==> src/clk_route_map.svh <==
// Purpose: Register offsets, field positions, codes and reset values for
//          the pin clock routing and PLL divider configuration block.
// Assumes: Included by its bare name from every file that needs it.
// Notes:   Definitions only; no logic lives here.
`ifndef CLK_ROUTE_MAP_SVH
`define CLK_ROUTE_MAP_SVH

`define ADDR_DSP_DAC_ROUTE    8'h10
`define ADDR_PUMP_OSR_ROUTE   8'h11
`define ADDR_REF_ROUTE        8'h12
`define ADDR_PRE_DIVIDER      8'h14
`define ADDR_INT_MULTIPLIER   8'h15

`define UPPER_FIELD_HI        6
`define UPPER_FIELD_LO        4
`define LOWER_FIELD_HI        2
`define LOWER_FIELD_LO        0
`define PRE_FIELD_HI          3
`define MULT_FIELD_HI         5

`define ROUTE_PIN_CODE        3'h5
`define ROUTE_RESET           3'h0
`define PRE_RESET             4'h0
`define MULT_RESET            6'h08
`define PRE_PROHIBITED        4'hf
`define MULT_PROHIBITED       6'h00

`define SRC_PIN_DSP           3'h5
`define SRC_PIN_DAC           3'h5
`define SRC_PIN_PUMP          3'h6
`define SRC_PIN_OSR           3'h6
`define SRC_PIN_REF           3'h3

`define RDATA_ZERO            8'h00
`define FACTOR_ONE            5'h01

`endif

==> src/clk_route_pkg.sv <==
// Purpose: Types shared by the pin clock routing block and its testbench.
// Assumes: Used only by package-qualified names.
// Notes:   Structs carry grouped signals across module ports.
package clk_route_pkg;

    // One register access request from the control interface.
    typedef struct packed {
        logic       wr;
        logic       rd;
        logic [7:0] addr;
        logic [7:0] wdata;
    } reg_req_t;

    // Source selectors held elsewhere in the clock tree.
    typedef struct packed {
        logic [2:0] dsp;
        logic [2:0] dac;
        logic [2:0] pump;
        logic [2:0] oversampling_rate_clock;
        logic [2:0] ref_clk;
    } src_select_t;

    // A raw PLL divider and multiplier code pair.
    typedef struct packed {
        logic [3:0] pre;
        logic [5:0] mult;
    } pll_code_t;

endpackage

==> src/pin_clock_gate.sv <==
// Purpose: Pass the synchronised serial data output pin level to one
//          clock divider input when both selectors agree.
// Assumes: i_pin is already synchronised to i_ref_clk.
// Notes:   Output is registered and held low whenever the path is muted.
`timescale 1ns/1ps
`include "clk_route_map.svh"
`default_nettype none

module pin_clock_gate #(
    parameter logic [2:0] PIN_SRC_CODE = 3'h5
) (
    input  wire logic       i_ref_clk,
    input  wire logic       i_rst_b,
    input  wire logic       i_pin,
    input  wire logic [2:0] i_src_sel,
    input  wire logic [2:0] i_route,
    output var  logic       o_clk,
    output var  logic       o_active
);

    logic active;

    // The pin only drives the divider when the source select picks the pin
    // option and the route field holds the pin code; all else is muted.
    assign active = (i_src_sel == PIN_SRC_CODE) &&
                    (i_route == `ROUTE_PIN_CODE);

    // Registered gate; a muted path is held low so no edges leak through.
    always_ff @(posedge i_ref_clk or negedge i_rst_b) begin
        if (!i_rst_b) begin
            o_clk    <= 1'b0;
            o_active <= 1'b0;
        end else begin
            o_clk    <= active & i_pin;
            o_active <= active;
        end
    end

    property p_follow;
        @(posedge i_ref_clk) disable iff (!i_rst_b)
        active |=> (o_clk == $past(i_pin));
    endproperty
    a_follow: assert property (p_follow)
        else $error("Routed clock does not follow the pin.");

    property p_muted;
        @(posedge i_ref_clk) disable iff (!i_rst_b)
        !active [*2] |=> !o_clk && !$rose(o_clk);
    endproperty
    a_muted: assert property (p_muted)
        else $error("Muted clock path produced a high level.");

    property p_reserved;
        @(posedge i_ref_clk) disable iff (!i_rst_b)
        (i_route[2:1] == 2'b11) |=> !o_active;
    endproperty
    a_reserved: assert property (p_reserved)
        else $error("Reserved route code left the path active.");

    property p_wrong_src;
        @(posedge i_ref_clk) disable iff (!i_rst_b)
        (i_src_sel != PIN_SRC_CODE) |=> !o_active;
    endproperty
    a_wrong_src: assert property (p_wrong_src)
        else $error("Route active without the pin source option.");

endmodule

`default_nettype wire

==> src/clock_pin_source_pll_divider.sv <==
// Purpose: Register file for the five pin clock routing selectors and the
//          PLL pre-divider and integer multiplier, with the gated pin
//          clocks and the effective PLL factors it produces.
// Assumes: Register requests and source selects come from logic on
//          i_ref_clk; the serial data output pin is asynchronous.
// Notes:   Reads return data one cycle after the read strobe.
`timescale 1ns/1ps
`include "clk_route_map.svh"
`default_nettype none

module clock_pin_source_pll_divider (
    input  wire logic                       i_ref_clk,
    input  wire logic                       i_rst_b,
    input  wire clk_route_pkg::reg_req_t    i_reg_req,
    output var  logic [7:0]                 o_reg_rdata,
    input  wire logic                       i_serial_data_output_pin,
    input  wire clk_route_pkg::src_select_t i_src_sel,
    input  wire logic                       i_auto_clock_mode,
    input  wire clk_route_pkg::pll_code_t   i_auto_pll,
    output var  logic                       o_dsp_pin_clk,
    output var  logic                       o_converter_pin_clk,
    output var  logic                       o_pump_pin_clk,
    output var  logic                       o_oversample_pin_clk,
    output var  logic                       o_pll_reference_pin_clk,
    output var  logic [4:0]                 o_pin_route_active,
    output var  logic [4:0]                 o_pll_pre_divide_factor,
    output var  logic [5:0]                 o_pll_integer_multiplier,
    output var  logic                       o_pll_setting_prohibited
);

    // Stored fields; reserved bits are not kept and read back as zero.
    logic [2:0] dsp_clock_pin_route;
    logic [2:0] converter_clock_pin_route;
    logic [2:0] pump_clock_pin_route;
    logic [2:0] oversample_clock_pin_route;
    logic [2:0] pll_reference_pin_route;
    logic [3:0] pll_pre_divide_code;
    logic [5:0] pll_multiplier_code;

    // Pin synchroniser stages.
    logic       pin_meta;
    logic       pin_sync;

    // Decoded write strobes.
    logic       wr_dsp_dac;
    logic       wr_pump_osr;
    logic       wr_ref;
    logic       wr_pre;
    logic       wr_mult;

    // Effective PLL codes after the automatic mode override.
    logic [3:0] next_pre_code;
    logic [5:0] next_mult_code;
    logic [7:0] next_rdata;

    // The pin is a free-running external level; two flops tame it before
    // any gate looks at it, at the cost of two cycles of latency.
    always_ff @(posedge i_ref_clk or negedge i_rst_b) begin
        if (!i_rst_b) begin
            pin_meta <= 1'b0;
            pin_sync <= 1'b0;
        end else begin
            pin_meta <= i_serial_data_output_pin;
            pin_sync <= pin_meta;
        end
    end

    // Address decode of write requests.
    assign wr_dsp_dac  = i_reg_req.wr &&
                         (i_reg_req.addr == `ADDR_DSP_DAC_ROUTE);
    assign wr_pump_osr = i_reg_req.wr &&
                         (i_reg_req.addr == `ADDR_PUMP_OSR_ROUTE);
    assign wr_ref      = i_reg_req.wr && (i_reg_req.addr == `ADDR_REF_ROUTE);
    assign wr_pre      = i_reg_req.wr &&
                         (i_reg_req.addr == `ADDR_PRE_DIVIDER);
    assign wr_mult     = i_reg_req.wr &&
                         (i_reg_req.addr == `ADDR_INT_MULTIPLIER);

    // DSP and DAC routing fields share one register.
    always_ff @(posedge i_ref_clk or negedge i_rst_b) begin
        if (!i_rst_b) begin
            dsp_clock_pin_route       <= `ROUTE_RESET;
            converter_clock_pin_route <= `ROUTE_RESET;
        end else if (wr_dsp_dac) begin
            dsp_clock_pin_route       <=
                i_reg_req.wdata[`UPPER_FIELD_HI:`UPPER_FIELD_LO];
            converter_clock_pin_route <=
                i_reg_req.wdata[`LOWER_FIELD_HI:`LOWER_FIELD_LO];
        end
    end

    // Charge pump and oversampling routing fields share one register.
    always_ff @(posedge i_ref_clk or negedge i_rst_b) begin
        if (!i_rst_b) begin
            pump_clock_pin_route       <= `ROUTE_RESET;
            oversample_clock_pin_route <= `ROUTE_RESET;
        end else if (wr_pump_osr) begin
            pump_clock_pin_route       <=
                i_reg_req.wdata[`UPPER_FIELD_HI:`UPPER_FIELD_LO];
            oversample_clock_pin_route <=
                i_reg_req.wdata[`LOWER_FIELD_HI:`LOWER_FIELD_LO];
        end
    end

    // PLL reference routing field.
    always_ff @(posedge i_ref_clk or negedge i_rst_b) begin
        if (!i_rst_b) begin
            pll_reference_pin_route <= `ROUTE_RESET;
        end else if (wr_ref) begin
            pll_reference_pin_route <=
                i_reg_req.wdata[`LOWER_FIELD_HI:`LOWER_FIELD_LO];
        end
    end

    // PLL pre-divider code; the prohibited value is stored as written and
    // flagged rather than silently corrected, so software sees its error.
    always_ff @(posedge i_ref_clk or negedge i_rst_b) begin
        if (!i_rst_b) begin
            pll_pre_divide_code <= `PRE_RESET;
        end else if (wr_pre) begin
            pll_pre_divide_code <=
                i_reg_req.wdata[`PRE_FIELD_HI:`LOWER_FIELD_LO];
        end
    end

    // PLL integer multiplier code with its non-zero reset value.
    always_ff @(posedge i_ref_clk or negedge i_rst_b) begin
        if (!i_rst_b) begin
            pll_multiplier_code <= `MULT_RESET;
        end else if (wr_mult) begin
            pll_multiplier_code <=
                i_reg_req.wdata[`MULT_FIELD_HI:`LOWER_FIELD_LO];
        end
    end

    // Automatic mode replaces the programmed codes with derived ones.
    always_comb begin
        if (i_auto_clock_mode) begin
            next_pre_code  = i_auto_pll.pre;
            next_mult_code = i_auto_pll.mult;
        end else begin
            next_pre_code  = pll_pre_divide_code;
            next_mult_code = pll_multiplier_code;
        end
    end

    // Effective factors: P is the code plus one, J is the code itself.
    always_ff @(posedge i_ref_clk or negedge i_rst_b) begin
        if (!i_rst_b) begin
            o_pll_pre_divide_factor  <= `FACTOR_ONE;
            o_pll_integer_multiplier <= `MULT_RESET;
        end else begin
            o_pll_pre_divide_factor  <=
                {1'b0, next_pre_code} + `FACTOR_ONE;
            o_pll_integer_multiplier <= next_mult_code;
        end
    end

    // Flags a prohibited code in use so the PLL can be held off safely.
    always_ff @(posedge i_ref_clk or negedge i_rst_b) begin
        if (!i_rst_b) begin
            o_pll_setting_prohibited <= 1'b0;
        end else begin
            o_pll_setting_prohibited <=
                (next_pre_code == `PRE_PROHIBITED) ||
                (next_mult_code == `MULT_PROHIBITED);
        end
    end

    // Read multiplexer; unmapped offsets return zero.
    always_comb begin
        next_rdata = `RDATA_ZERO;
        unique case (i_reg_req.addr)
            `ADDR_DSP_DAC_ROUTE: begin
                next_rdata = {1'b0, dsp_clock_pin_route,
                              1'b0, converter_clock_pin_route};
            end
            `ADDR_PUMP_OSR_ROUTE: begin
                next_rdata = {1'b0, pump_clock_pin_route,
                              1'b0, oversample_clock_pin_route};
            end
            `ADDR_REF_ROUTE: begin
                next_rdata = {5'h00, pll_reference_pin_route};
            end
            `ADDR_PRE_DIVIDER: begin
                next_rdata = {4'h0, pll_pre_divide_code};
            end
            `ADDR_INT_MULTIPLIER: begin
                next_rdata = {2'h0, pll_multiplier_code};
            end
            default: begin
                next_rdata = `RDATA_ZERO;
            end
        endcase
    end

    // Read data is registered and held until the next read strobe.
    always_ff @(posedge i_ref_clk or negedge i_rst_b) begin
        if (!i_rst_b) begin
            o_reg_rdata <= `RDATA_ZERO;
        end else if (i_reg_req.rd) begin
            o_reg_rdata <= next_rdata;
        end
    end

    // One gate per divider input; each sees its own source select code.
    pin_clock_gate #(.PIN_SRC_CODE(`SRC_PIN_DSP)) u_dsp_gate (
        .i_ref_clk (i_ref_clk),
        .i_rst_b   (i_rst_b),
        .i_pin     (pin_sync),
        .i_src_sel (i_src_sel.dsp),
        .i_route   (dsp_clock_pin_route),
        .o_clk     (o_dsp_pin_clk),
        .o_active  (o_pin_route_active[0])
    );

    pin_clock_gate #(.PIN_SRC_CODE(`SRC_PIN_DAC)) u_dac_gate (
        .i_ref_clk (i_ref_clk),
        .i_rst_b   (i_rst_b),
        .i_pin     (pin_sync),
        .i_src_sel (i_src_sel.dac),
        .i_route   (converter_clock_pin_route),
        .o_clk     (o_converter_pin_clk),
        .o_active  (o_pin_route_active[1])
    );

    pin_clock_gate #(.PIN_SRC_CODE(`SRC_PIN_PUMP)) u_pump_gate (
        .i_ref_clk (i_ref_clk),
        .i_rst_b   (i_rst_b),
        .i_pin     (pin_sync),
        .i_src_sel (i_src_sel.pump),
        .i_route   (pump_clock_pin_route),
        .o_clk     (o_pump_pin_clk),
        .o_active  (o_pin_route_active[2])
    );

    pin_clock_gate #(.PIN_SRC_CODE(`SRC_PIN_OSR)) u_osr_gate (
        .i_ref_clk (i_ref_clk),
        .i_rst_b   (i_rst_b),
        .i_pin     (pin_sync),
        .i_src_sel (i_src_sel.oversampling_rate_clock),
        .i_route   (oversample_clock_pin_route),
        .o_clk     (o_oversample_pin_clk),
        .o_active  (o_pin_route_active[3])
    );

    pin_clock_gate #(.PIN_SRC_CODE(`SRC_PIN_REF)) u_ref_gate (
        .i_ref_clk (i_ref_clk),
        .i_rst_b   (i_rst_b),
        .i_pin     (pin_sync),
        .i_src_sel (i_src_sel.ref_clk),
        .i_route   (pll_reference_pin_route),
        .o_clk     (o_pll_reference_pin_clk),
        .o_active  (o_pin_route_active[4])
    );

    property p_dsp_route_write;
        @(posedge i_ref_clk) disable iff (!i_rst_b)
        wr_dsp_dac |=> (dsp_clock_pin_route ==
                        $past(i_reg_req.wdata[`UPPER_FIELD_HI:
                                              `UPPER_FIELD_LO]));
    endproperty
    a_dsp_route_write: assert property (p_dsp_route_write)
        else $error("DSP route field not taken from bits 6-4.");

    property p_ref_route_active;
        @(posedge i_ref_clk) disable iff (!i_rst_b)
        (pll_reference_pin_route == `ROUTE_PIN_CODE) &&
        (i_src_sel.ref_clk == `SRC_PIN_REF)
        |=> o_pin_route_active[4];
    endproperty
    a_ref_route_active: assert property (p_ref_route_active)
        else $error("PLL reference pin route not activated.");

    property p_pre_manual;
        @(posedge i_ref_clk) disable iff (!i_rst_b)
        !i_auto_clock_mode |=>
            (o_pll_pre_divide_factor ==
             {1'b0, $past(pll_pre_divide_code)} + `FACTOR_ONE);
    endproperty
    a_pre_manual: assert property (p_pre_manual)
        else $error("Pre-divide factor is not code plus one.");

    property p_auto_override;
        @(posedge i_ref_clk) disable iff (!i_rst_b)
        i_auto_clock_mode |=>
            (o_pll_integer_multiplier == $past(i_auto_pll.mult)) &&
            (o_pll_pre_divide_factor ==
             {1'b0, $past(i_auto_pll.pre)} + `FACTOR_ONE);
    endproperty
    a_auto_override: assert property (p_auto_override)
        else $error("Automatic mode did not override PLL codes.");

    property p_mult_write;
        @(posedge i_ref_clk) disable iff (!i_rst_b)
        wr_mult ##1 !i_auto_clock_mode |=>
            (o_pll_integer_multiplier ==
             $past(i_reg_req.wdata[`MULT_FIELD_HI:`LOWER_FIELD_LO], 2));
    endproperty
    a_mult_write: assert property (p_mult_write)
        else $error("Multiplier output does not equal written code.");

    property p_mult_reset;
        @(posedge i_ref_clk)
        !i_rst_b |=> (pll_multiplier_code == `MULT_RESET);
    endproperty
    a_mult_reset: assert property (p_mult_reset)
        else $error("Multiplier field did not reset to eight.");

endmodule

`default_nettype wire

==> config.mk <==
export PLATFORM = sky130hd
export DESIGN_NAME = clock_pin_source_pll_divider
export DESIGN_NICKNAME = d
export VERILOG_FILES = /design/src/clk_route_pkg.sv /design/src/pin_clock_gate.sv /design/src/clock_pin_source_pll_divider.sv
export VERILOG_INCLUDE_DIRS = /design/src
export SDC_FILE = /design/constraint.sdc
export NUM_CORES = 1
export LEC_CHECK = 0
export BUFFER_PORTS_ARGS = -buffer_cell sky130_fd_sc_hd__buf_2
export CAP_MARGIN = 20
export CELL_PAD_IN_SITES_DETAIL_PLACEMENT = 1
export CELL_PAD_IN_SITES_GLOBAL_PLACEMENT = 1
export CORE_MARGIN = 2
export CORE_UTILIZATION = 36
export CTS_CLUSTER_DIAMETER = 40
export CTS_CLUSTER_SIZE = 28
export DETAILED_ROUTE_END_ITERATION = 16
export HOLD_SLACK_MARGIN = 0.02
export PLACE_DENSITY_LB_ADDON = 0.1
export SLEW_MARGIN = 20
export SYNTH_ARGS = -nofsm -noshare
export SYNTH_HDL_FRONTEND = slang
export SYNTH_HIERARCHICAL = 1
export SYNTH_SLANG_ARGS = --single-unit
==> constraint.sdc <==
create_clock -name i_ref_clk -period 1.5 [get_ports i_ref_clk]
set_clock_uncertainty 0.15 [all_clocks]
set_input_delay 0.15 -clock i_ref_clk [delete_from_list [all_inputs] [get_ports i_ref_clk]]
set_output_delay 0.15 -clock i_ref_clk [all_outputs]
set_load 0.005 [all_outputs]
==> results.md <==
- The flow ran to the end, but the final reports show violations.
- The final reports fail on negative setup slack.
- In this run the number of H-tree levels came out at 2.
- The final number of hold-violating endpoints is 0.
- Entering global routing, the biggest net connects 57 pins.
- After detailed routing, the average wire length per cell comes to 16.39 microns.
- The detailed router finished its first iteration with a little over 70 violations.
- The number of search-and-repair iterations in the first detailed-routing pass is 4.
- In this design, the stage delay of the slowest critical-path cell is between 500 and 600 ps.
- The leading cell type in the layout, fill and taps excluded is sky130_fd_sc_hd__buf_2.
- The initial antenna violation count came to 0.
- For this design the static power due to leakage is 1.735 nW.
- The die is roughly 86 microns tall.
- The setup path with the least slack is of type in2reg.
- The worst path uses 110.0% of the clock period.
- The final count of pins violating max slew is 0.
- The first global-routing pass estimated about 10 mm of wire.
- At the placement stage, the worst setup path has a slack of -542.6 ps.
- After synthesis the netlist holds a flip-flop and latch count of 56.
- The floorplan step defined a core boundary enclosing 0.006422 sq mm.
- The total of buffers placed on input and output ports is 74.
- The worst hold path stage count is 3.
- The register clock-pin slew on the reported worst setup and hold paths is around 100 ps.
- The largest individual stage delay along the critical path comes from the cell sky130_fd_sc_hd__or4b_4.
- In this run, synthesis inferred 0 flip-flops with an integrated enable.
- The clock buffer count from CTS is 5.
- The overall fraction of global-route tracks in use is 17.73%.
- In this run the register-to-register setup slack is about 80 ps.
- The buffer cell driving the clock tree root is sky130_fd_sc_hd__clkbuf_8.
- The most used flip-flop cell after synthesis is sky130_fd_sc_hd__dfrtp_1.
- The most critical setup path has its startpoint at i_reg_req[15].
- In the synthesized netlist the async set-or-reset flop fraction comes to 100.0%.
- VDD sags by at most between 0.5 and 0.6 mV.
- The data arrival time of the worst path is between 1500 and 2000 ps.
- The latest clock arrival within the worst-skew pair is between 300 and 400 ps.
- The detailed-routed wire length on met2 is 3.048 mm.
- Of the cells placed in the final design, the portion with a size suffix greater than 1 is between 40% and 50%.
- Ranked by total cell area, the synthesized netlist is headed by sky130_fd_sc_hd__dfrtp_1 (55%), sky130_fd_sc_hd__mux2_2 (16%), sky130_fd_sc_hd__dfstp_2 (3.2%).
- The kind of launch point of the worst setup path is a primary input.
- Adding up every negative setup slack in the final design gives -1836 ps.
- TritonCTS built the clock tree.
- The congestion estimate from routability-driven global placement came to 0.7403.
- The worst hold path terminates at u_osr_gate/o_active.
- The total inserted antenna cells is 0.
- The maximum fanout count along the critical path is 6.
- For this run, the number of Yosys warnings is 6.
- For this block, the via count after detailed routing is roughly 1800.
- The number of global-route vias before repair came to ~2000.
- The worst setup path is captured at a flop.
- The top cell type by area accounts for 54.64% of the synthesized area.
- The detailed router put a total of approximately 2.8 mm of wire on met1.
- The total wire length is a little over 6 mm.
- The areal power density over the cells is about 810 mW/mm^2.
- A synthesized cell averages approximately 13 sq um.
- The starting utilization of the core area is roughly 38%.
- The post-synth net total is approximately 230.
- For the worst flop-to-flop path, the logic depth is 4.
- The count of cell types in the netlist is 39.
- The number of top-level pins is slightly below 80.
- In this run the cell area of the synthesized design comes to ~0.0024 sq mm.
- The final worst-path setup slack is -149.7 ps.
- The count of mapped cells out of synthesis is 180.
- The full die area is about 0.0074 sq mm.
- Setup repair after global routing could not meet its margin everywhere.
- Summed over all nets, wire length on met3 after detailed routing comes to between 300 and 400 microns.
- The overflow left after global routing is 0.
- The cell taking the most area after synthesis is sky130_fd_sc_hd__dfrtp_1.
- The path class of the lowest-slack min-delay path is in2reg.
- The startpoint of the most critical hold path is i_src_sel[3].
- The estimated wirelength of the detail-placed design is roughly 4.4 mm.
- The count of nets left with antenna violations after detail routing is 0.
- The net count of the finished layout is 350.
- For this design, the sink count on the clock tree is 56.
- The reg-to-reg critical path startpoint is pll_pre_divide_code[1].
- The data required time at the worst endpoint is 1550 ps.
- Static timing analysis puts the maximum clock frequency at approximately 610 MHz.
- In the routed layout, each cell is associated on average with a via count of 4.866.
- The critical path goes through buf_6 -> or4b_4 -> nor3_4 -> and4b_2 -> mux2_2.
- The DRC violations left is 0.
- The row count is 29.
- The worst-case clock buffer depth is 2.
- The final critical delay including setup and external delays is 1650 ps.
- The library cells used most frequently in the layout, excluding fill and tap cells, are sky130_fd_sc_hd__buf_2 (72), sky130_fd_sc_hd__dfrtp_1 (53), sky130_fd_sc_hd__dlygate4sd3_1 (34), sky130_fd_sc_hd__mux2_2 (28), sky130_fd_sc_hd__nor2_1 (12).
- Routed signal wires occupy layers up through met4.
- Max-cap violations in this run came to 0.
- The die width is 86.12 microns.
- Setup violations remaining at the end of the flow were counted as 18.
- The area growth from synthesis to layout is 42.42%.
- After synthesis, flip-flops and latches occupy 57.89% of the total area.
- In this run the critical register-to-register path is captured at o_pll_setting_prohibited.
## flip-flops by register name, summed over array words and instances, names as in the netlist, 3 cells and up
name / cells
converter_clock_pin_route: 3
dsp_clock_pin_route: 3
o_pll_integer_multiplier: 6
o_pll_pre_divide_factor: 5
o_reg_rdata: 7
oversample_clock_pin_route: 3
pll_multiplier_code: 6
pll_pre_divide_code: 4
pll_reference_pin_route: 3
pump_clock_pin_route: 3
## how the worst max path moves through the flow
| stage | end | cells after the start |
|---|---|---|
| floorplan | oversample_clock_pin_route[0] | 5 |
| global placement | pump_clock_pin_route[0] | 5 |
| detailed placement | oversample_clock_pin_route[0] | 5 |
| CTS | pump_clock_pin_route[2] | 5 |
| global route | pump_clock_pin_route[2] | 5 |
| finish | pump_clock_pin_route[2] | 5 |
## per-stage QoR
step / instance area [sq um] / cells / util [%] / power [mW] / hold slack, ps
detailed placement: 2978 / 338 / 46.37 / 1.927 / 28.04
global route: 3457 / 380 / 53.83 / 2.929 / 39.91
finish: 3457 / 380 / 53.83 / 2.797 / 9.392
CTS: 3445 / 380 / 53.63 / 2.842 / 25.24
floorplan: 2437 / 180 / - / 1.743 / -295.6
global placement: 2978 / 338 / 46.37 / 1.923 / 28.20
## Yosys cell counts, types with 2 or more instances
master                      instances
sky130_fd_sc_hd__mux2_2            35
sky130_fd_sc_hd__nor2b_1            6
sky130_fd_sc_hd__buf_4              3
sky130_fd_sc_hd__nor2_1            12
sky130_fd_sc_hd__mux2i_1            3
sky130_fd_sc_hd__a22oi_1            2
sky130_fd_sc_hd__a21oi_1            3
sky130_fd_sc_hd__nand2_1           10
sky130_fd_sc_hd__o21ai_0            2
sky130_fd_sc_hd__xnor2_1            2
sky130_fd_sc_hd__nand3_1            7
sky130_fd_sc_hd__nand4bb_1          4
sky130_fd_sc_hd__nand4_1            2
sky130_fd_sc_hd__clkbuf_1           3
sky130_fd_sc_hd__o22ai_1            2
sky130_fd_sc_hd__dfrtp_1           53
sky130_fd_sc_hd__dfstp_2            3
sky130_fd_sc_hd__mux4_2             3
sky130_fd_sc_hd__inv_1              5
## cells by family after synthesis
family / count (synthesis) / synth area share, %
DFF: 56 / 57.89
and+or+nand+nor: 55 / 15.05
muxes: 41 / 20.26
AOI/OAI and AO/OA: 12 / 3.093
buffers and inverters: 12 / 2.319
xor gates and xnor gates: 2 / 0.7218
adders and majority gates: 1 / 0.5154
other: 1 / 0.1545
## routing by layer
metal / GRT usage [%] / up-vias
li1: - / 883
met1: 22.92 / 903
met2: 30.58 / 56
met3: 3.754 / 7
met4: 3.896 / 0
met5: 0 / -
## worst max-delay path, delay by kind of cell
| family | cells | cell delay (ps) |
|---|---|---|
| and+or+nand+nor | 3 | 1110 |
| muxes | 1 | 350 |
| buffers and inverters | 1 | 90 |
## where the power goes
part           total [mW]  internal, mW  switching, mW
logic               0.369         0.217          0.152
clock network       0.827         0.335          0.492
registers            1.60          1.56         0.0366
total                2.80          2.12          0.680
## layout make-up
cell class | instances | area, sq um
multi-input cells | 112 | 1003
clock buffers | 7 | 76.32
fillers | 709 | 2965
repair buffers | 122 | 848.3
well taps | 77 | 96.34
clock inverters | 1 | 8.758
inverters | 5 | 18.77
flip-flops and latches | 56 | 1405
## timing repair
action                                  in CTS  in global routing
endpoints found under the setup margin      18                 24
endpoints found under the hold margin      100                  0
resized for setup                           10                  3
setup buffers                                0                  0
hold buffers                                34                  0
gates cloned                                 0                  0
pin swaps                                    0                  1
(Power assumes the default switching activity.)
